--- src/hdl/ufbc_pkg.sv ---
// ufbc_pkg: register map, field positions, reset values and carrier types
// for the usart framing and baud core; assumes a 32-bit classic wishbone.
package ufbc_pkg;

	// ***************************************************************
	// register byte offsets
	// ***************************************************************
	localparam logic [4:0] UFBC_OFF_TXBUF = 5'h00;
	localparam logic [4:0] UFBC_OFF_RXBUF = 5'h04;
	localparam logic [4:0] UFBC_OFF_MAIN = 5'h08;
	localparam logic [4:0] UFBC_OFF_RXST = 5'h0c;
	localparam logic [4:0] UFBC_OFF_IRQCK = 5'h10;
	localparam logic [4:0] UFBC_OFF_BAUD = 5'h14;
	localparam logic [4:0] UFBC_OFF_PSR = 5'h18;

	// ***************************************************************
	// main_ctrl_reg fields
	// ***************************************************************
	localparam int UFBC_MC_TXEMPTY = 0;
	localparam int UFBC_MC_RXFULL = 1;
	localparam int UFBC_MC_CHAR_LEN_CODE_B0 = 3;
	localparam int UFBC_MC_CHAR_LEN_CODE_B1 = 4;
	localparam int UFBC_MC_PSEL_LO = 5;
	localparam int UFBC_MC_PSEL_HI = 6;
	localparam int UFBC_MC_PEN = 7;
	localparam logic [7:0] UFBC_MC_RESET = 8'h01;
	localparam logic [7:0] UFBC_MC_RW_MASK = 8'hf8;

	// ***************************************************************
	// rx_status_reg and irq_clock_ctrl_reg fields
	// ***************************************************************
	localparam int UFBC_RS_RXGO = 0;
	localparam int UFBC_RS_TXGO = 1;
	localparam int UFBC_RS_RX9 = 3;
	localparam int UFBC_RS_PERR = 5;
	localparam int UFBC_RS_FERR = 6;
	localparam int UFBC_RS_OVR = 7;
	localparam int UFBC_IC_TXIE = 0;
	localparam int UFBC_IC_RXIE = 1;
	localparam int UFBC_IC_TXEXT = 2;
	localparam int UFBC_IC_RXEXT = 3;
	localparam int UFBC_IC_SYNC = 4;
	localparam int UFBC_IC_STOP2 = 7;
	localparam logic [7:0] UFBC_IC_RESET = 8'h00;
	localparam logic [7:0] UFBC_PSR_RESET = 8'h00;
	localparam logic [7:0] UFBC_BAUD_RESET = 8'h00;

	// ***************************************************************
	// baud chain constants
	// ***************************************************************
	localparam int UFBC_DIV_W = 11;
	localparam logic [4:0] UFBC_PRE_OFF = 5'h00;
	localparam logic [4:0] UFBC_OVS_ASYNC = 5'h0f;
	localparam logic [4:0] UFBC_OVS_SYNC = 5'h00;
	localparam logic [3:0] UFBC_RX_MID = 4'h7;
	localparam real UFBC_CLK_MHZ = 200.0;

	typedef struct packed {
		logic parity_enable;
		logic parity_select_hi;
		logic parity_select_lo;
		logic char_len_code_b1;
		logic char_len_code_b0;
		logic stop2;
		logic sync_mode;
	} ufbc_frame_t;

	typedef struct packed {
		logic cyc;
		logic stb;
		logic we;
		logic [3:0] sel;
		logic [4:0] adr;
		logic [31:0] dat;
	} ufbc_wb_req_t;

endpackage

--- src/hdl/ufbc_core.sv ---
// ufbc_core: usart framing, buffer flags, buffer interrupts and the
// prescaler/divisor baud chain behind a classic wishbone slave.
// assumes serial pins are asynchronous to i_ref_clk.
`timescale 1ns/1ps

// Overview of operation
// sync mode: launch rising, capture falling edge
// sync mode clock equals bit rate
// external clock or driven internal clock shifts
// code 01: seven data bits framing
// code 00: eight data bits framing
// nine-bit: eighth bits buffers, ninth separate
// no parity in nine-bit format
// parity only 7/8 bit, type by selects
// shared bit: ninth bit or parity select
// receiver needs only one stop bit
// software matches transmit and receive framing
// two interrupt vectors at 0xec to 0xef
// tx interrupt while empty and enabled
// rx interrupt while full and enabled
// tx and rx clocks independently selectable
// prescaler half steps then 11-bit divisor
// divisor high bits in prescaler register, reset
// select zero stops the usart clock
// prescaler code k divides by (k+1)/2
// async: sixteen ticks per bit
// sync: two ticks per bit
// divisor counts programmed value plus one
// tx empty set on load, cleared on write
// rx full set on copy, cleared on read
// async mode clock sixteen times bit rate
// divisor reloads, one pulse per reload
// half steps by alternating divide lengths
module ufbc_core
	import ufbc_pkg::*;
(
	input wire logic i_ref_clk,
	input wire logic i_rst,
	input wire logic i_wb_cyc,
	input wire logic i_wb_stb,
	input wire logic i_wb_we,
	input wire logic [3:0] i_wb_sel,
	input wire logic [4:0] i_wb_adr,
	input wire logic [31:0] i_wb_dat,
	output logic [31:0] o_wb_dat,
	output logic o_wb_ack,
	input wire logic i_rx_pin,
	output logic o_tx_pin,
	input wire logic i_serial_clock_pin,
	output logic o_serial_clock_pin,
	output logic o_serial_clock_pin_oe_n,
	input wire logic i_clk_pin_is_output,
	output logic o_tx_irq,
	output logic o_rx_irq
);

	// ***************************************************************
	// register state
	// ***************************************************************
	ufbc_wb_req_t req;
	logic [7:0] main_ctrl_reg, irq_clock_ctrl_reg, rx_status_reg;
	logic [7:0] prescaler_select_reg, baud_reg;
	logic [7:0] tx_holding_buffer, rx_holding_buffer;
	logic ack, next_ack;
	logic [31:0] rdat, next_rdat;
	logic [7:0] next_main, next_ic, next_rs, next_psr, next_baud, next_txb;
	logic [7:0] next_rxb;
	ufbc_frame_t fr;
	logic wr_txb, rd_rxb, rd_rs, acc;

	assign req = '{cyc: i_wb_cyc, stb: i_wb_stb, we: i_wb_we,
		sel: i_wb_sel, adr: i_wb_adr, dat: i_wb_dat};
	assign acc = req.cyc && req.stb && !ack && req.sel[0];
	assign wr_txb = acc && req.we && req.adr == UFBC_OFF_TXBUF;
	assign rd_rxb = acc && !req.we && req.adr == UFBC_OFF_RXBUF;
	assign rd_rs = acc && !req.we && req.adr == UFBC_OFF_RXST;
	assign fr = '{parity_enable: main_ctrl_reg[UFBC_MC_PEN],
		parity_select_hi: main_ctrl_reg[UFBC_MC_PSEL_HI],
		parity_select_lo: main_ctrl_reg[UFBC_MC_PSEL_LO],
		char_len_code_b1: main_ctrl_reg[UFBC_MC_CHAR_LEN_CODE_B1],
		char_len_code_b0: main_ctrl_reg[UFBC_MC_CHAR_LEN_CODE_B0],
		stop2: irq_clock_ctrl_reg[UFBC_IC_STOP2],
		sync_mode: irq_clock_ctrl_reg[UFBC_IC_SYNC]};

	// ***************************************************************
	// pin synchronisers
	// ***************************************************************
	logic [1:0] rx_sy, ck_sy;
	logic ck_d;
	always_ff @(posedge i_ref_clk) begin
		if (i_rst) begin
			rx_sy <= 2'h3;
			ck_sy <= 2'h0;
			ck_d <= 1'b0;
		end else begin
			rx_sy <= {rx_sy[0], i_rx_pin};
			ck_sy <= {ck_sy[0], i_serial_clock_pin};
			ck_d <= ck_sy[1];
		end
	end
	wire rxd = rx_sy[1];

	// ***************************************************************
	// baud chain
	// ***************************************************************
	logic [4:0] pre_cnt, next_pre_cnt;
	logic pre_half, next_pre_half, pre_tick;
	logic [10:0] div_cnt, next_div_cnt;
	logic baud_tick, int_clk, next_int_clk;
	logic [4:0] sel_code;
	logic [10:0] div_val;
	logic [4:0] pre_len;
	assign sel_code = prescaler_select_reg[7:3];
	assign div_val = {prescaler_select_reg[2:0], baud_reg};
	// code k gives k+1 half cycles; odd totals alternate k/2 and k/2+1
	always_comb begin
		pre_len = {1'b0, sel_code[4:1]} + {4'h0, sel_code[0] | pre_half};
		if (pre_len == 5'h00) begin
			pre_len = 5'h01;
		end
	end
	always_comb begin
		next_pre_cnt = pre_cnt;
		next_pre_half = pre_half;
		next_div_cnt = div_cnt;
		pre_tick = 1'b0;
		baud_tick = 1'b0;
		if (sel_code == UFBC_PRE_OFF) begin
			next_pre_cnt = 5'h00;
			next_pre_half = 1'b0;
			next_div_cnt = div_val;
		end else begin
			if (pre_cnt + 5'h01 >= pre_len) begin
				next_pre_cnt = 5'h00;
				pre_tick = 1'b1;
				if (!sel_code[0]) begin
					next_pre_half = !pre_half;
				end
			end else begin
				next_pre_cnt = pre_cnt + 5'h01;
			end
			if (pre_tick) begin
				if (div_cnt == 11'h000) begin
					next_div_cnt = div_val;
					baud_tick = 1'b1;
				end else begin
					next_div_cnt = div_cnt - 11'h001;
				end
			end
		end
	end
	// in sync mode the driven serial clock toggles once per baud tick: two per bit; it holds in async mode
	assign next_int_clk = (fr.sync_mode && baud_tick) ? !int_clk : int_clk;
	always_ff @(posedge i_ref_clk) begin
		if (i_rst) begin
			pre_cnt <= 5'h00;
			pre_half <= 1'b0;
			div_cnt <= 11'h000;
			int_clk <= 1'b0;
		end else begin
			pre_cnt <= next_pre_cnt;
			pre_half <= next_pre_half;
			div_cnt <= next_div_cnt;
			int_clk <= next_int_clk;
		end
	end

	// ***************************************************************
	// shift timing per section
	// ***************************************************************
	function automatic logic [1:0] ufbc_clk_ev(input logic ext, input logic sy,
			input logic bt, input logic ic, input logic cr, input logic cf);
		logic [1:0] ev;
		ev = 2'b00;
		if (sy) begin
			if (ext && !i_clk_pin_is_output) begin
				ev = {cr, cf};
			end else if (bt) begin
				ev = {!ic, ic};
			end
		end else begin
			ev = {bt && !ext, 1'b0};
			if (ext) begin
				ev = {cr, 1'b0};
			end
		end
		return ev;
	endfunction
	logic [1:0] tx_ev, rx_ev;
	wire ck_rise = ck_sy[1] && !ck_d;
	wire ck_fall = !ck_sy[1] && ck_d;
	assign tx_ev = ufbc_clk_ev(irq_clock_ctrl_reg[UFBC_IC_TXEXT],
		fr.sync_mode, baud_tick, int_clk, ck_rise, ck_fall);
	assign rx_ev = ufbc_clk_ev(irq_clock_ctrl_reg[UFBC_IC_RXEXT],
		fr.sync_mode, baud_tick, int_clk, ck_rise, ck_fall);
	// async: 16 ticks per bit; sync: rising launches, falling captures
	wire [4:0] ovs = fr.sync_mode ? UFBC_OVS_SYNC : UFBC_OVS_ASYNC;

	// ***************************************************************
	// frame layout
	// ***************************************************************
	wire nine = fr.char_len_code_b1 && !fr.char_len_code_b0;
	wire par_on = fr.parity_enable && !nine;
	wire [3:0] nbits = nine ? 4'h9 : (fr.char_len_code_b0 ? 4'h7 : 4'h8);
	function automatic logic ufbc_par(input logic [8:0] d, input logic [3:0] n,
			input logic hi, input logic lo);
		logic p;
		p = ^(d[7:0] & (n == 4'h7 ? 8'h7f : 8'hff));
		case ({hi, lo})
			2'b00: p = !p;
			2'b01: p = p;
			2'b10: p = 1'b1;
			default: p = 1'b0;
		endcase
		return p;
	endfunction

	// ***************************************************************
	// transmitter
	// ***************************************************************
	logic [10:0] tx_sh, next_tx_sh;
	logic [3:0] tx_left, next_tx_left;
	logic [4:0] tx_sub, next_tx_sub;
	logic tx_busy, next_tx_busy, tx_out, next_tx_out, tx_load;
	logic [3:0] tx_total;
	assign tx_total = nbits + {3'h0, par_on} + 4'h1 + {3'h0, fr.stop2};
	always_comb begin
		next_tx_sh = tx_sh;
		next_tx_left = tx_left;
		next_tx_sub = tx_sub;
		next_tx_busy = tx_busy;
		next_tx_out = tx_out;
		tx_load = 1'b0;
		if (tx_ev[1]) begin
			if (tx_sub != 5'h00) begin
				next_tx_sub = tx_sub - 5'h01;
			end else if (tx_busy && tx_left != 4'h0) begin
				next_tx_out = tx_sh[0];
				next_tx_sh = {1'b1, tx_sh[10:1]};
				next_tx_left = tx_left - 4'h1;
				next_tx_sub = ovs;
			end else if (!main_ctrl_reg[UFBC_MC_TXEMPTY]) begin
				tx_load = 1'b1;
				next_tx_busy = 1'b1;
				next_tx_out = 1'b0;
				next_tx_sh = {3'b111, tx_holding_buffer};
				if (nine) begin
					next_tx_sh[8] = fr.parity_select_lo;
				end else if (par_on) begin
					next_tx_sh[nbits] = ufbc_par({1'b0, tx_holding_buffer},
						nbits, fr.parity_select_hi, fr.parity_select_lo);
				end
				if (nbits == 4'h7) begin
					next_tx_sh[7] = par_on ? next_tx_sh[7] : 1'b1;
				end
				next_tx_left = tx_total;
				next_tx_sub = ovs;
			end else begin
				next_tx_busy = 1'b0;
				next_tx_out = 1'b1;
			end
		end
	end
	always_ff @(posedge i_ref_clk) begin
		if (i_rst) begin
			tx_sh <= 11'h7ff;
			tx_left <= 4'h0;
			tx_sub <= 5'h00;
			tx_busy <= 1'b0;
			tx_out <= 1'b1;
		end else begin
			tx_sh <= next_tx_sh;
			tx_left <= next_tx_left;
			tx_sub <= next_tx_sub;
			tx_busy <= next_tx_busy;
			tx_out <= next_tx_out;
		end
	end

	// ***************************************************************
	// receiver
	// ***************************************************************
	logic [9:0] rx_sh, next_rx_sh;
	logic [3:0] rx_left, next_rx_left;
	logic [4:0] rx_sub, next_rx_sub;
	logic rx_busy, next_rx_busy, rx_done, rx_fe, rx_pe;
	logic [3:0] rx_data_bits;
	assign rx_data_bits = nbits + {3'h0, par_on};
	wire rx_smp = fr.sync_mode ? rx_ev[0] : rx_ev[1];
	always_comb begin
		next_rx_sh = rx_sh;
		next_rx_left = rx_left;
		next_rx_sub = rx_sub;
		next_rx_busy = rx_busy;
		rx_done = 1'b0;
		rx_fe = 1'b0;
		rx_pe = 1'b0;
		if (rx_smp) begin
			if (!rx_busy) begin
				if (!rxd) begin
					next_rx_busy = 1'b1;
					next_rx_left = rx_data_bits + 4'h1;
					next_rx_sub = fr.sync_mode ? 5'h00 : {1'b0, UFBC_RX_MID} + ovs;
				end
			end else if (rx_sub != 5'h00) begin
				next_rx_sub = rx_sub - 5'h01;
			end else if (rx_left != 4'h1) begin
				next_rx_sh = {rxd, rx_sh[9:1]};
				next_rx_left = rx_left - 4'h1;
				next_rx_sub = fr.sync_mode ? 5'h00 : ovs;
			end else begin
				// one stop bit closes the frame
				next_rx_busy = 1'b0;
				rx_done = 1'b1;
				rx_fe = !rxd;
				next_rx_sh = rx_sh >> (4'ha - rx_data_bits);
				rx_pe = par_on && (next_rx_sh[nbits] != ufbc_par(
					next_rx_sh[8:0], nbits, fr.parity_select_hi,
					fr.parity_select_lo));
			end
		end
	end
	always_ff @(posedge i_ref_clk) begin
		if (i_rst) begin
			rx_sh <= 10'h000;
			rx_left <= 4'h0;
			rx_sub <= 5'h00;
			rx_busy <= 1'b0;
		end else begin
			rx_sh <= next_rx_sh;
			rx_left <= next_rx_left;
			rx_sub <= next_rx_sub;
			rx_busy <= next_rx_busy;
		end
	end

	// ***************************************************************
	// wishbone slave and register updates
	// ***************************************************************
	always_comb begin
		next_main = main_ctrl_reg;
		next_ic = irq_clock_ctrl_reg;
		next_rs = rx_status_reg;
		next_psr = prescaler_select_reg;
		next_baud = baud_reg;
		next_txb = tx_holding_buffer;
		next_rxb = rx_holding_buffer;
		next_ack = acc;
		next_rdat = 32'h0;
		if (acc && !req.we) begin
			unique case (req.adr)
				UFBC_OFF_TXBUF: next_rdat = {24'h0, tx_holding_buffer};
				UFBC_OFF_RXBUF: next_rdat = {24'h0, rx_holding_buffer};
				UFBC_OFF_MAIN: next_rdat = {24'h0, main_ctrl_reg};
				UFBC_OFF_RXST: next_rdat = {24'h0, rx_status_reg};
				UFBC_OFF_IRQCK: next_rdat = {24'h0, irq_clock_ctrl_reg};
				UFBC_OFF_BAUD: next_rdat = {24'h0, baud_reg};
				UFBC_OFF_PSR: next_rdat = {24'h0, prescaler_select_reg};
				default: next_rdat = 32'h0;
			endcase
		end
		if (rd_rs) begin
			next_rs[7:5] = 3'h0;
		end
		if (acc && req.we) begin
			unique case (req.adr)
				UFBC_OFF_TXBUF: next_txb = req.dat[7:0];
				UFBC_OFF_MAIN: next_main = (req.dat[7:0] & UFBC_MC_RW_MASK)
					| (main_ctrl_reg & ~UFBC_MC_RW_MASK);
				UFBC_OFF_IRQCK: next_ic = req.dat[7:0];
				UFBC_OFF_BAUD: next_baud = req.dat[7:0];
				UFBC_OFF_PSR: next_psr = req.dat[7:0];
				default: next_rs = next_rs;
			endcase
		end
		if (wr_txb) begin
			next_main[UFBC_MC_TXEMPTY] = 1'b0;
		end
		if (tx_load) begin
			next_main[UFBC_MC_TXEMPTY] = 1'b1;
		end
		if (rd_rxb) begin
			next_main[UFBC_MC_RXFULL] = 1'b0;
		end
		if (rx_done) begin
			if (main_ctrl_reg[UFBC_MC_RXFULL] && !rd_rxb) begin
				next_rs[UFBC_RS_OVR] = 1'b1;
			end
			next_rxb = next_rx_sh[7:0];
			next_rs[UFBC_RS_RX9] = nine & next_rx_sh[8];
			next_rs[UFBC_RS_FERR] = next_rs[UFBC_RS_FERR] | rx_fe;
			next_rs[UFBC_RS_PERR] = next_rs[UFBC_RS_PERR] | rx_pe;
			next_main[UFBC_MC_RXFULL] = 1'b1;
		end
		next_rs[UFBC_RS_TXGO] = next_tx_busy;
		next_rs[UFBC_RS_RXGO] = next_rx_busy;
	end
	always_ff @(posedge i_ref_clk) begin
		if (i_rst) begin
			main_ctrl_reg <= UFBC_MC_RESET;
			irq_clock_ctrl_reg <= UFBC_IC_RESET;
			rx_status_reg <= 8'h00;
			prescaler_select_reg <= UFBC_PSR_RESET;
			baud_reg <= UFBC_BAUD_RESET;
			tx_holding_buffer <= 8'h00;
			rx_holding_buffer <= 8'h00;
			ack <= 1'b0;
			rdat <= 32'h0;
		end else begin
			main_ctrl_reg <= next_main;
			irq_clock_ctrl_reg <= next_ic;
			rx_status_reg <= next_rs;
			prescaler_select_reg <= next_psr;
			baud_reg <= next_baud;
			tx_holding_buffer <= next_txb;
			rx_holding_buffer <= next_rxb;
			ack <= next_ack;
			rdat <= next_rdat;
		end
	end

	assign o_wb_ack = ack;
	assign o_wb_dat = rdat;
	assign o_tx_pin = tx_out;
	assign o_serial_clock_pin = int_clk;
	assign o_serial_clock_pin_oe_n = !i_clk_pin_is_output;
	// level requests toward the vectored controller
	assign o_tx_irq = main_ctrl_reg[UFBC_MC_TXEMPTY] &&
		irq_clock_ctrl_reg[UFBC_IC_TXIE];
	assign o_rx_irq = main_ctrl_reg[UFBC_MC_RXFULL] &&
		irq_clock_ctrl_reg[UFBC_IC_RXIE];

	// ***************************************************************
	// checks
	// ***************************************************************
	a_tx_irq_level: assert property (
		@(posedge i_ref_clk) disable iff (i_rst)
		o_tx_irq == (main_ctrl_reg[0] && irq_clock_ctrl_reg[0]))
		else $error("tx irq mismatch");
	a_rx_irq_clear: assert property (
		@(posedge i_ref_clk) disable iff (i_rst)
		rd_rxb && !rx_done |=> !main_ctrl_reg[UFBC_MC_RXFULL])
		else $error("rx full not cleared by read");
	a_txe_write_clr: assert property (
		@(posedge i_ref_clk) disable iff (i_rst)
		wr_txb && !tx_load |=> !main_ctrl_reg[UFBC_MC_TXEMPTY])
		else $error("tx empty not cleared by write");
	a_stop_clock: assert property (
		@(posedge i_ref_clk) disable iff (i_rst)
		sel_code == 5'h00 |-> !baud_tick)
		else $error("baud tick while stopped");
	a_div_reload: assert property (
		@(posedge i_ref_clk) disable iff (i_rst)
		baud_tick && sel_code == $past(sel_code) |=>
		div_cnt == $past(div_val))
		else $error("divisor did not reload");
	a_pre_unity: assert property (
		@(posedge i_ref_clk) disable iff (i_rst)
		sel_code == 5'h01 && $past(sel_code) == 5'h01 |-> pre_tick)
		else $error("factor one must tick every cycle");
	a_nine_no_par: assert property (
		@(posedge i_ref_clk) disable iff (i_rst)
		nine |-> !par_on)
		else $error("parity active in nine-bit format");
	a_rx_full_set: assert property (
		@(posedge i_ref_clk) disable iff (i_rst)
		rx_done |=> main_ctrl_reg[UFBC_MC_RXFULL])
		else $error("rx full not set on frame end");
endmodule

--- config.mk ---
export PLATFORM = sky130hd
export DESIGN_NAME = ufbc_core
export DESIGN_NICKNAME = d
export VERILOG_FILES = /design/src/hdl/ufbc_pkg.sv /design/src/hdl/ufbc_core.sv
export SDC_FILE = /design/constraint.sdc
export NUM_CORES = 1
export LEC_CHECK = 0
export BUFFER_PORTS_ARGS = -buffer_cell sky130_fd_sc_hd__buf_2
export CAP_MARGIN = 40
export CELL_PAD_IN_SITES_DETAIL_PLACEMENT = 1
export CELL_PAD_IN_SITES_GLOBAL_PLACEMENT = 1
export CORE_UTILIZATION = 30
export DETAILED_ROUTE_END_ITERATION = 10
export PLACE_DENSITY = 0.7
export SETUP_SLACK_MARGIN = 0.05
export SLEW_MARGIN = 20
export SYNTH_ARGS = -nofsm -noshare
export SYNTH_HDL_FRONTEND = slang
export SYNTH_SLANG_ARGS = --single-unit
--- constraint.sdc ---
create_clock -name i_ref_clk -period 3.55 [get_ports i_ref_clk]
set_clock_uncertainty 0.2 [all_clocks]
set_input_delay 0.1775 -clock i_ref_clk [delete_from_list [all_inputs] [get_ports i_ref_clk]]
set_output_delay 0.1775 -clock i_ref_clk [all_outputs]
set_load 0.1 [all_outputs]
==> results of run 1 <==
critical path: stages (launching register included):
cell and delay, ns:
dfxtp_2 0.32, or2_4 0.26, ha_4 0.17, ha_4 0.25, inv_2 0.03, a41o_1 0.22
ha_1 0.27, nand2b_4 0.11, a21o_1 0.12, a21oi_2 0.07, o21ai_4 0.21, a41oi_2 0.15
buf_6 0.16, or4b_4 0.50, a21oi_4 0.16, a41o_1 0.17
through the flow:
step                      hold slack, ns  power, mW
final                             0.0502       3.48
after global routing              0.0586       3.59
after CTS                         0.0340       3.50
after detailed placement           0.163       1.62
after global placement             0.162       1.62
after floorplan                   0.0813       1.60
routing by layer:
layer	wire [µm]	global-route usage	share of wire	up-vias
met5	0	0	0	-
met3	653	0.0363	0.034	14
met4	201	0.0495	0.010	0
li1	-	-	-	2834
met2	9170	0.282	0.48	99
met1	9160	0.237	0.48	2826
where the power goes:
part           total, mW  switching, mW  internal [mW]
registers           1.39        0.00266           1.38
logic              0.213          0.177         0.0354
clock network       1.88          0.656           1.23
worst max path at each step:
| stage | end |
|---|---|
| 5_1_grt | rx_status_reg[3] |
| 4_1_cts | rx_status_reg[3] |
| 3_5_place_dp | rx_sh[7] |
| 3_3_place_gp | rx_sh[7] |
| 2_1_floorplan | rx_status_reg[3] |
| 6_report | rx_status_reg[3] |
layout by cell type (no fill, tap or decap), drive strengths merged, types with 4 or more instances in the layout:
master | Yosys | layout
mux2 | 8 | 8
nor4 | 6 | 6
clkbuf | 39 | 21
or2 | 7 | 7
a2bb2oi | 4 | 4
a211oi | 8 | 8
nand2 | 84 | 84
xor2 | 5 | 5
a22o | 5 | 5
xnor3 | 4 | 4
nor3 | 16 | 16
o31ai | 6 | 6
nor2b | 11 | 11
buf | 29 | 70
bufinv | 0 | 4
conb | 1 | 24
xnor2 | 14 | 14
and3 | 4 | 4
nor3b | 6 | 6
dlygate4sd3 | 0 | 13
mux2i | 52 | 52
or3 | 8 | 8
ha | 16 | 16
a21oi | 53 | 53
inv | 19 | 19
o21ai | 33 | 33
a31oi | 11 | 11
and2 | 8 | 8
a22oi | 19 | 19
nand3 | 17 | 17
nand2b | 7 | 7
clkinv | 0 | 7
nor2 | 96 | 96
a211o | 8 | 8
a32oi | 4 | 4
dfxtp | 123 | 123
what timing repair did:
action	in CTS	in global routing
gates resized for setup	15	24
endpoints found under the setup margin	23	43
pin swaps	10	15
hold endpoints to repair	41	0
hold buffers	13	0
buffers inserted	3	1
final cells by class:
| type | instances | area share |
|---|---|---|
| clock inverters | 11 | 0.0207 |
| multi-input cells | 591 | 0.486 |
| clock buffers | 21 | 0.0585 |
| flip-flops and latches | 123 | 0.306 |
| inverters | 19 | 0.00886 |
| well taps | 275 | 0.0428 |
| repair buffers | 83 | 0.0765 |
kinds of logic (layout without fill, tap and decap cells):
logic type	count (synthesis)	count (layout)	share of synthesized area
adders and majority gates	16	16	0.0306
AOI/OAI and AO/OA	180	180	0.181
xor gates and xnor gates	23	23	0.0392
DFF	123	123	0.377
muxes	62	62	0.100
and+or+nand+nor	286	286	0.207
buffers and inverters	87	134	0.0643
other	1	24	0.000573
==> impl_metrics.tcl, run 1 <==
set metrics [dict create \
    outcome "finished clean" \
    rr_startpoint "prescaler_select_reg[3]" \
    path_max_fanout 5 \
    top_register "div_cnt" \
    critPathCaptureType "flop" \
    dpl.hpwl_mm 13.3 \
    final_cells 1123 \
    synth.avg_cell_area_um2 8.41 \
    die_area_mm2 0.0224 \
    syn-instance-count 778 \
    p_per_area_mw_per_mm2 433 \
    hold_depth 5 \
    cts_buffer_depth 2 \
    critPathRequiredTime_ns 3.72 \
    cts.clk_slew.worst_paths_ns 0.06 \
    cts_tree "yes" \
    finalCritPeriodShare 0.964 \
    gr-total-overflow 0 \
    die_w_um 150 \
    globalplace.congestion 0.798 \
    r2r_slack_ns 0.13 \
    synth_edf_count 0 \
    arrival_ns 3.59 \
    max_freq_mhz 292 \
    peakVddDrop_mv 0.240 \
    synth_top_flop_cell "dfxtp_1" \
    syn_to_final_growth_pct 23.0 \
    numCtsBuffers 17 \
    ys_ff_latch 123 \
    wl_per_cell_um 17.1 \
    portBuffers 35 \
    regArea_mm2 0.00246 \
    first_pass_iters 4 \
    grt_setup_unrepaired "yes" \
    post-route-util 0.379 \
    cts.htree.levels 4 \
    wl_mm 19.2 \
    synth.top_cells.by_count "dfxtp_1, nor2_1, nand2_1, a21oi_1, mux2i_1" \
    cts-root-buf "clkbuf_16" \
    slew_viol_final 0 \
    start_util 0.308 \
    slew_headroom 0.505 \
    rows 53 \
    crit_type "reg2reg" \
    mappedNetlistArea_mm2 0.00654 \
    top_regs "div_cnt: 11 flops, tx_sh: 10 flops, rx_sh: 9 flops" \
    drc 0 \
    nets 900 \
    final.setup.worst_slack_ns 0.129 \
    drt_iter0_drc 299 \
    core_mm2 0.0212 \
    die_y_um 150 \
    grt_first_pass_wirelength_mm 30.5 \
    place_area_mm2 0.00708 \
    hold_path_class "in2reg" \
    ys_types 70 \
    track_usage 0.176 \
    synth_most_common_cell "dfxtp_1" \
    clock_sinks 123 \
    synth.area.top_cells "dfxtp_1, mux2i_1, nor2_1" \
    pre_cts_slack_ns -0.112 \
    grt_pass1_vias 5749 \
    worstHoldEndpoint "o_wb_dat[0]" \
    seq_area_frac_synth 0.377 \
    fin_crit_ns 3.42 \
    crit_path_start_kind "flop" \
    finalHoldViolCount 0 \
    grt_max_degree 63 \
    viasPerCell 5.14 \
    fillers 2523 \
    vias 5773 \
    p_leak_nw 3.34 \
    largest_register_ff_count 11 \
    final_antenna_net_count 0 \
    cap_violations 0 \
    multi_input_area_mm2 0.00391 \
    io_pins 87 \
    ff2ff_path_depth 15 \
    yosysTopAreaCell "dfxtp_1" \
    finalSetupTns_ns 0 \
    ys_warn_count 0 \
    place_inst 1074 \
    crit_start "prescaler_select_reg[3]" \
    drive_gt1_frac 0.178 \
    worst_pin_slew_ns 0.740 \
    worstReg2RegEnd "rx_status_reg[3]" \
    setup_violations 0 \
    diodes 0 \
    synth_top_area_frac 0.377 \
    worstHoldStart "i_wb_adr[0]" \
    design_area_mm2 0.00805 \
    antenna_found_initial 1 \
    async_flop_share 0 \
    insertion_delay_ns 0.42 \
]
(Power assumes the default switching activity.)
==> inputs of run 2 (changes only) <==
--- a/config.mk
+++ b/config.mk
@@ -5,13 +5,15 @@
 export SDC_FILE = /design/constraint.sdc
 export NUM_CORES = 1
 export LEC_CHECK = 0
+export ABC_AREA = 1
 export BUFFER_PORTS_ARGS = -buffer_cell sky130_fd_sc_hd__buf_2
 export CAP_MARGIN = 40
 export CELL_PAD_IN_SITES_DETAIL_PLACEMENT = 1
 export CELL_PAD_IN_SITES_GLOBAL_PLACEMENT = 1
 export CORE_UTILIZATION = 30
 export DETAILED_ROUTE_END_ITERATION = 10
-export PLACE_DENSITY = 0.7
+export MAX_ROUTING_LAYER = met4
+export PLACE_DENSITY = 0.72
 export SETUP_SLACK_MARGIN = 0.05
 export SLEW_MARGIN = 20
 export SYNTH_ARGS = -nofsm -noshare
==> impl_metrics.tcl, run 2 <==
set metrics [dict create \
    syn_to_final_growth_pct 19.5 \
    synth.avg_cell_area_um2 6.94 \
    crit_path_cell_trace "inv_2 > nand2_2 > ha_1 > ha_2 > xor2_2 > nor2_1 > a31o_2 > ha_1 > nand2_1 > inv_1 > nand4_1 > nand4_1 > nand3_2 > o21ai_4 > nand2_4 > nor3_4 > buf_12 > buf_6 > a21oi_1 > o21ai_1" \
    grt_setup_unrepaired "yes" \
    dpl.hpwl_mm 14.8 \
    synth_most_common_cell "nand2_1" \
    layout_commonest_cell "nand2_1" \
    top_register "div_cnt" \
    setup_violations 0 \
    p_per_area_mw_per_mm2 440 \
    synth_top_area_frac 0.371 \
    track_usage 0.199 \
    numCtsBuffers 17 \
    synth_top_flop_cell "dfxtp_1" \
    insertion_delay_ns 0.42 \
    largest_register_ff_count 11 \
    final_cells 1307 \
    worst_pin_slew_ns 0.750 \
    fin_crit_ns 3.31 \
    finalSetupTns_ns 0 \
    cpMaxStageDelayCell "dfxtp_1" \
    top_regs "div_cnt: 11 flops, tx_sh: 10 flops, rx_sh: 9 flops" \
    slew_headroom 0.500 \
    drt_iter0_drc 359 \
    syn-instance-count 957 \
    max_freq_mhz 302 \
    viasPerCell 4.98 \
    cts_buffer_depth 2 \
    diodes 0 \
    worstReg2RegEnd "tx_sh[0]" \
    rows 54 \
    worstHoldStart "i_rst" \
    vias 6509 \
    slew_viol_final 0 \
    ys_ff_latch 123 \
    seq_area_frac_synth 0.371 \
    crit_type "reg2reg" \
    first_pass_iters 4 \
    place_inst 1251 \
    cpPeakStageDelay_ns 0.34 \
    arrival_ns 3.46 \
    hold_path_class "in2reg" \
    die_y_um 151 \
    wl_per_cell_um 16.1 \
    cts-root-buf "clkbuf_16" \
    cap_violations 0 \
    synth.top_cells.by_count "nand2_1, inv_1, dfxtp_1, o21ai_0, nor2_1" \
    r2r_slack_ns 0.24 \
    finalCritPeriodShare 0.932 \
    ys_warn_count 0 \
    critPathRequiredTime_ns 3.70 \
    p_leak_nw 3.40 \
    peakVddDrop_mv 0.294 \
    synth.area.top_cells "dfxtp_1, nand2_1, o21ai_0" \
    cp-endpoint "tx_sh[0]" \
    die_area_mm2 0.0227 \
    path_max_fanout 6 \
    outcome "finished clean" \
    rr_startpoint "prescaler_select_reg[3]" \
    cts.clk_slew.worst_paths_ns 0.06 \
    start_util 0.305 \
    drive_gt1_frac 0.130 \
    cts_tree "yes" \
    yosysTopAreaCell "dfxtp_1" \
    portBuffers 35 \
    grt_pass1_vias 6362 \
    gr-total-overflow 0 \
    synth_edf_count 0 \
    grt_first_pass_wirelength_mm 33.5 \
    drc 0 \
    nets 1079 \
    die_w_um 151 \
    crit_path_start_kind "flop" \
    grt_max_degree 66 \
    final_antenna_net_count 0 \
    cts.htree.levels 4 \
    io_pins 87 \
    ys_types 45 \
    crit_start "prescaler_select_reg[3]" \
    antenna_found_initial 0 \
    mappedNetlistArea_mm2 0.00664 \
    wl_mm 21.0 \
    most-common-layout-cells "nand2_1, inv_1, dfxtp_1" \
    async_flop_share 0 \
    critPathCaptureType "flop" \
    clock_sinks 123 \
    globalplace.congestion 0.834 \
    finalHoldViolCount 0 \
    core_mm2 0.0218 \
    ff2ff_path_depth 20 \
]
==> run 2: changes by cell type after synthesis, sizes merged, moves of 19 or more <==
| cell | change |
|---|---|
| mux2i | -52 |
| nand2 | +87 |
| nand3 | +37 |
| a22oi | -19 |
| o21ai | +76 |
| inv | +114 |
| a21oi | +39 |
==> run 2: worst min-delay path by stage <==
| stage | end | slack (ns) | cells past startpoint |
|---|---|---|---|
| 4_1_cts | ck_sy[1] | 0.02 | 2 |
| 3_3_place_gp | rx_sy[0] | 0.17 | 2 |
| 2_1_floorplan | rx_sy[0] | 0.08 | 1 |
| 3_5_place_dp | rx_sy[0] | 0.17 | 2 |
| 6_report | ck_sy[1] | 0.02 | 2 |
| 5_1_grt | ck_sy[1] | 0.04 | 2 |
==> run 2: what timing repair did <==
action,CTS,global route
cloned,0,1
buffers inserted,0,13
hold buffers,10,0
setup endpoints to repair,3,44
pin swaps,0,7
resized for setup,1,21
endpoints found under the hold margin,30,0
==> run 2: area by class of cell <==
| cell class | count | area [µm²] |
|---|---|---|
| clock buffers | 22 | 464 |
| fillers | 2792 | 13800 |
| multi-input cells | 667 | 3490 |
| clock inverters | 10 | 164 |
| flip-flops and latches | 123 | 2460 |
| well taps | 280 | 350 |
| inverters | 136 | 515 |
| repair buffers | 69 | 493 |
==> run 2: cell families (layout without fill, tap and decap cells) <==
| kind of cell | Yosys count | count (layout) | share of synthesized area |
|---|---|---|---|
| DFF | 123 | 123 | 0.371 |
| xor gates and xnor gates | 20 | 20 | 0.0264 |
| AOI/OAI and AO/OA | 256 | 256 | 0.221 |
| adders and majority gates | 16 | 16 | 0.0301 |
| and+or+nand+nor | 351 | 351 | 0.226 |
| other | 1 | 24 | 0.000564 |
| buffers and inverters | 190 | 237 | 0.125 |
==> run 2: metrics by stage <==
| step | setup slack, ns | hold WS (ns) | cell area (µm²) | util | total power [mW] |
|---|---|---|---|---|---|
| after global placement | 0.141 | 0.172 | 7020 | 0.323 | 1.63 |
| after detailed placement | 0.0201 | 0.171 | 7020 | 0.323 | 1.63 |
| after floorplan | 0.465 | 0.0813 | 6730 | - | 1.61 |
| after global routing | 0.0383 | 0.0427 | 7940 | 0.365 | 3.59 |
| after CTS | 0.0584 | 0.0173 | 7760 | 0.357 | 3.51 |
| final | 0.241 | 0.0213 | 7940 | 0.365 | 3.49 |
==> run 2: where the power goes <==
part           internal [mW]  leakage [nW]  switching, mW
Clock                   1.21         0.305          0.665
Combinational         0.0340          2.10          0.189
Sequential              1.39         0.992        0.00272
==> run 2: layer usage <==
layer	vias to the layer above	global-route usage	part of all wire
li1	3224	-	-
met1	3141	0.257	0.48
met2	124	0.312	0.47
met3	20	0.0370	0.038
met4	0	0.0630	0.018
met5	-	-	0
==> run 2: worst max-delay path: cells and delay by family (launching register included) <==
family          cells  cell delay, ns
compound gates      4            0.66
xor+xnor            1            0.16
fa+ha+maj           3            0.60
buf+inv             4            0.38
simple gates        8            0.89
flops               1            0.34
==> inputs of run 3 (changes only) <==
--- a/config.mk
+++ b/config.mk
@@ -10,6 +10,7 @@
 export CAP_MARGIN = 40
 export CELL_PAD_IN_SITES_DETAIL_PLACEMENT = 1
 export CELL_PAD_IN_SITES_GLOBAL_PLACEMENT = 1
+export CORE_ASPECT_RATIO = 1.25
 export CORE_UTILIZATION = 30
 export DETAILED_ROUTE_END_ITERATION = 10
 export MAX_ROUTING_LAYER = met4
==> impl_metrics.tcl, run 3 (synthesis results as in run 2) <==
set metrics [dict create \
    outcome "finished clean" \
    max_freq_mhz 304 \
    critPathCaptureType "flop" \
    track_usage 0.196 \
    worstHoldStart "i_wb_we" \
    slew_headroom 0.421 \
    largest_register_ff_count 11 \
    cts.htree.levels 4 \
    insertion_delay_ns 0.43 \
    first_pass_iters 5 \
    portBuffers 35 \
    layout_commonest_cell "nand2_1" \
    ff2ff_path_depth 21 \
    grt_pass1_vias 6479 \
    drc 0 \
    clock_sinks 123 \
    grt_first_pass_wirelength_mm 33.4 \
    worstReg2RegEnd "tx_left[2]" \
    hold_depth 5 \
    p_per_area_mw_per_mm2 425 \
    gr-total-overflow 0 \
    io_pins 87 \
    cap_violations 0 \
    setup_violations 0 \
    p_leak_nw 3.38 \
    crit_path_start_kind "flop" \
    top_regs "div_cnt: 11 flops, tx_sh: 10 flops, rx_sh: 9 flops" \
    numCtsBuffers 17 \
    finalSetupTns_ns 0 \
    worst_pin_slew_ns 0.868 \
    antenna_found_initial 0 \
    die_w_um 135 \
    rows 60 \
    crit_type "reg2reg" \
    grt_max_degree 55 \
    drive_gt1_frac 0.131 \
    finalCritPeriodShare 0.926 \
    vias 6519 \
    die_y_um 168 \
    nets 1081 \
    cts.clk_slew.worst_paths_ns 0.06 \
    cts_buffer_depth 2 \
    top_register "div_cnt" \
    worstHoldEndpoint "main_ctrl_reg[1]" \
    most-common-layout-cells "nand2_1, inv_1, dfxtp_1" \
    critPathRequiredTime_ns 3.64 \
    syn_to_final_growth_pct 19.7 \
    hold_path_class "in2reg" \
    dpl.hpwl_mm 15.1 \
    cts-root-buf "clkbuf_16" \
    die_area_mm2 0.0227 \
    r2r_slack_ns 0.26 \
    wl_per_cell_um 16.0 \
    peakVddDrop_mv 0.341 \
    crit_start "prescaler_select_reg[3]" \
    diodes 0 \
    fin_crit_ns 3.29 \
    wl_mm 20.9 \
    whs_ns 0.0155 \
    drt_iter0_drc 270 \
    core_mm2 0.0216 \
    slew_viol_final 0 \
    grt_setup_unrepaired "no" \
    final_antenna_net_count 0 \
    globalplace.congestion 0.848 \
    arrival_ns 3.38 \
    viasPerCell 4.98 \
    finalHoldViolCount 0 \
    rr_startpoint "prescaler_select_reg[3]" \
    start_util 0.307 \
    path_max_fanout 7 \
    cts_tree "yes" \
]
## run 3: area by class of cell
type | instances | area (µm²)
Inverter | 136 | 510
Multi-Input combinational cell | 667 | 3530
Tap cell | 279 | 349
Clock buffer | 19 | 453
Sequential cell | 123 | 2470
Fill cell | 2738 | 13700
Clock inverter | 13 | 140
Timing Repair Buffer | 71 | 505
## run 3: metrics by stage
step                std cells  area [µm²]  setup WS, ns  power [mW]   util
floorplan                 980        6730         0.465        1.61      -
global placement         1254        7050         0.183        1.63  0.326
detailed placement       1254        7050        0.0646        1.63  0.326
CTS                      1302        7810        0.0772        3.41  0.361
global route             1308        7960        0.0316        3.48  0.368
finish                   1308        7960         0.264        3.38  0.368
## run 3: metal layers
layer	vias to the layer above	wire (µm)	global-route usage
met5	-	0	-
met1	3107	9040	0.224
met2	147	10700	0.332
met3	39	680	0.0343
li1	3226	-	-
met4	0	552	0.0855
## run 3: worst max-delay path by stage
stage,end,slack [ns],cells after the start
after global placement,rx_sub[2],0.18,20
after detailed placement,rx_sub[1],0.06,20
after global routing,tx_left[2],0.03,21
after CTS,rx_left[0],0.08,20
after floorplan,rx_holding_buffer[7],0.46,20
final,tx_left[2],0.26,21
## run 3: timing repair
action | 4_1_cts | 5_1_grt
hold buffers | 16 | 0
endpoints found under the setup margin | 2 | 49
pin swaps | 0 | 6
endpoints found under the hold margin | 41 | 0
setup buffers | 0 | 6
gates resized for setup | 1 | 22
gates cloned | 0 | 0
## run 3: worst max-delay path, stage by stage (launching register included)
cell     delay [ns]
dfxtp_2        0.33
inv_2          0.07
nand2_4        0.07
ha_4           0.16
ha_4           0.17
xor2_2         0.13
nor2_1         0.06
a31o_2         0.20
ha_1           0.27
nand2_1        0.04
inv_1          0.05
nand4_1        0.07
nand4_1        0.14
buf_4          0.15
nand3_4        0.09
o21ai_4        0.25
nand2_4        0.10
nor3_4         0.26
buf_6          0.17
nand2_1        0.05
o21ai_1        0.07
nor2_1         0.05
## run 3: where the power goes
group          leakage, nW  internal, mW  switching, mW
sequential           0.993          1.38        0.00270
clock                0.282          1.07          0.693
combinational         2.10        0.0397          0.187
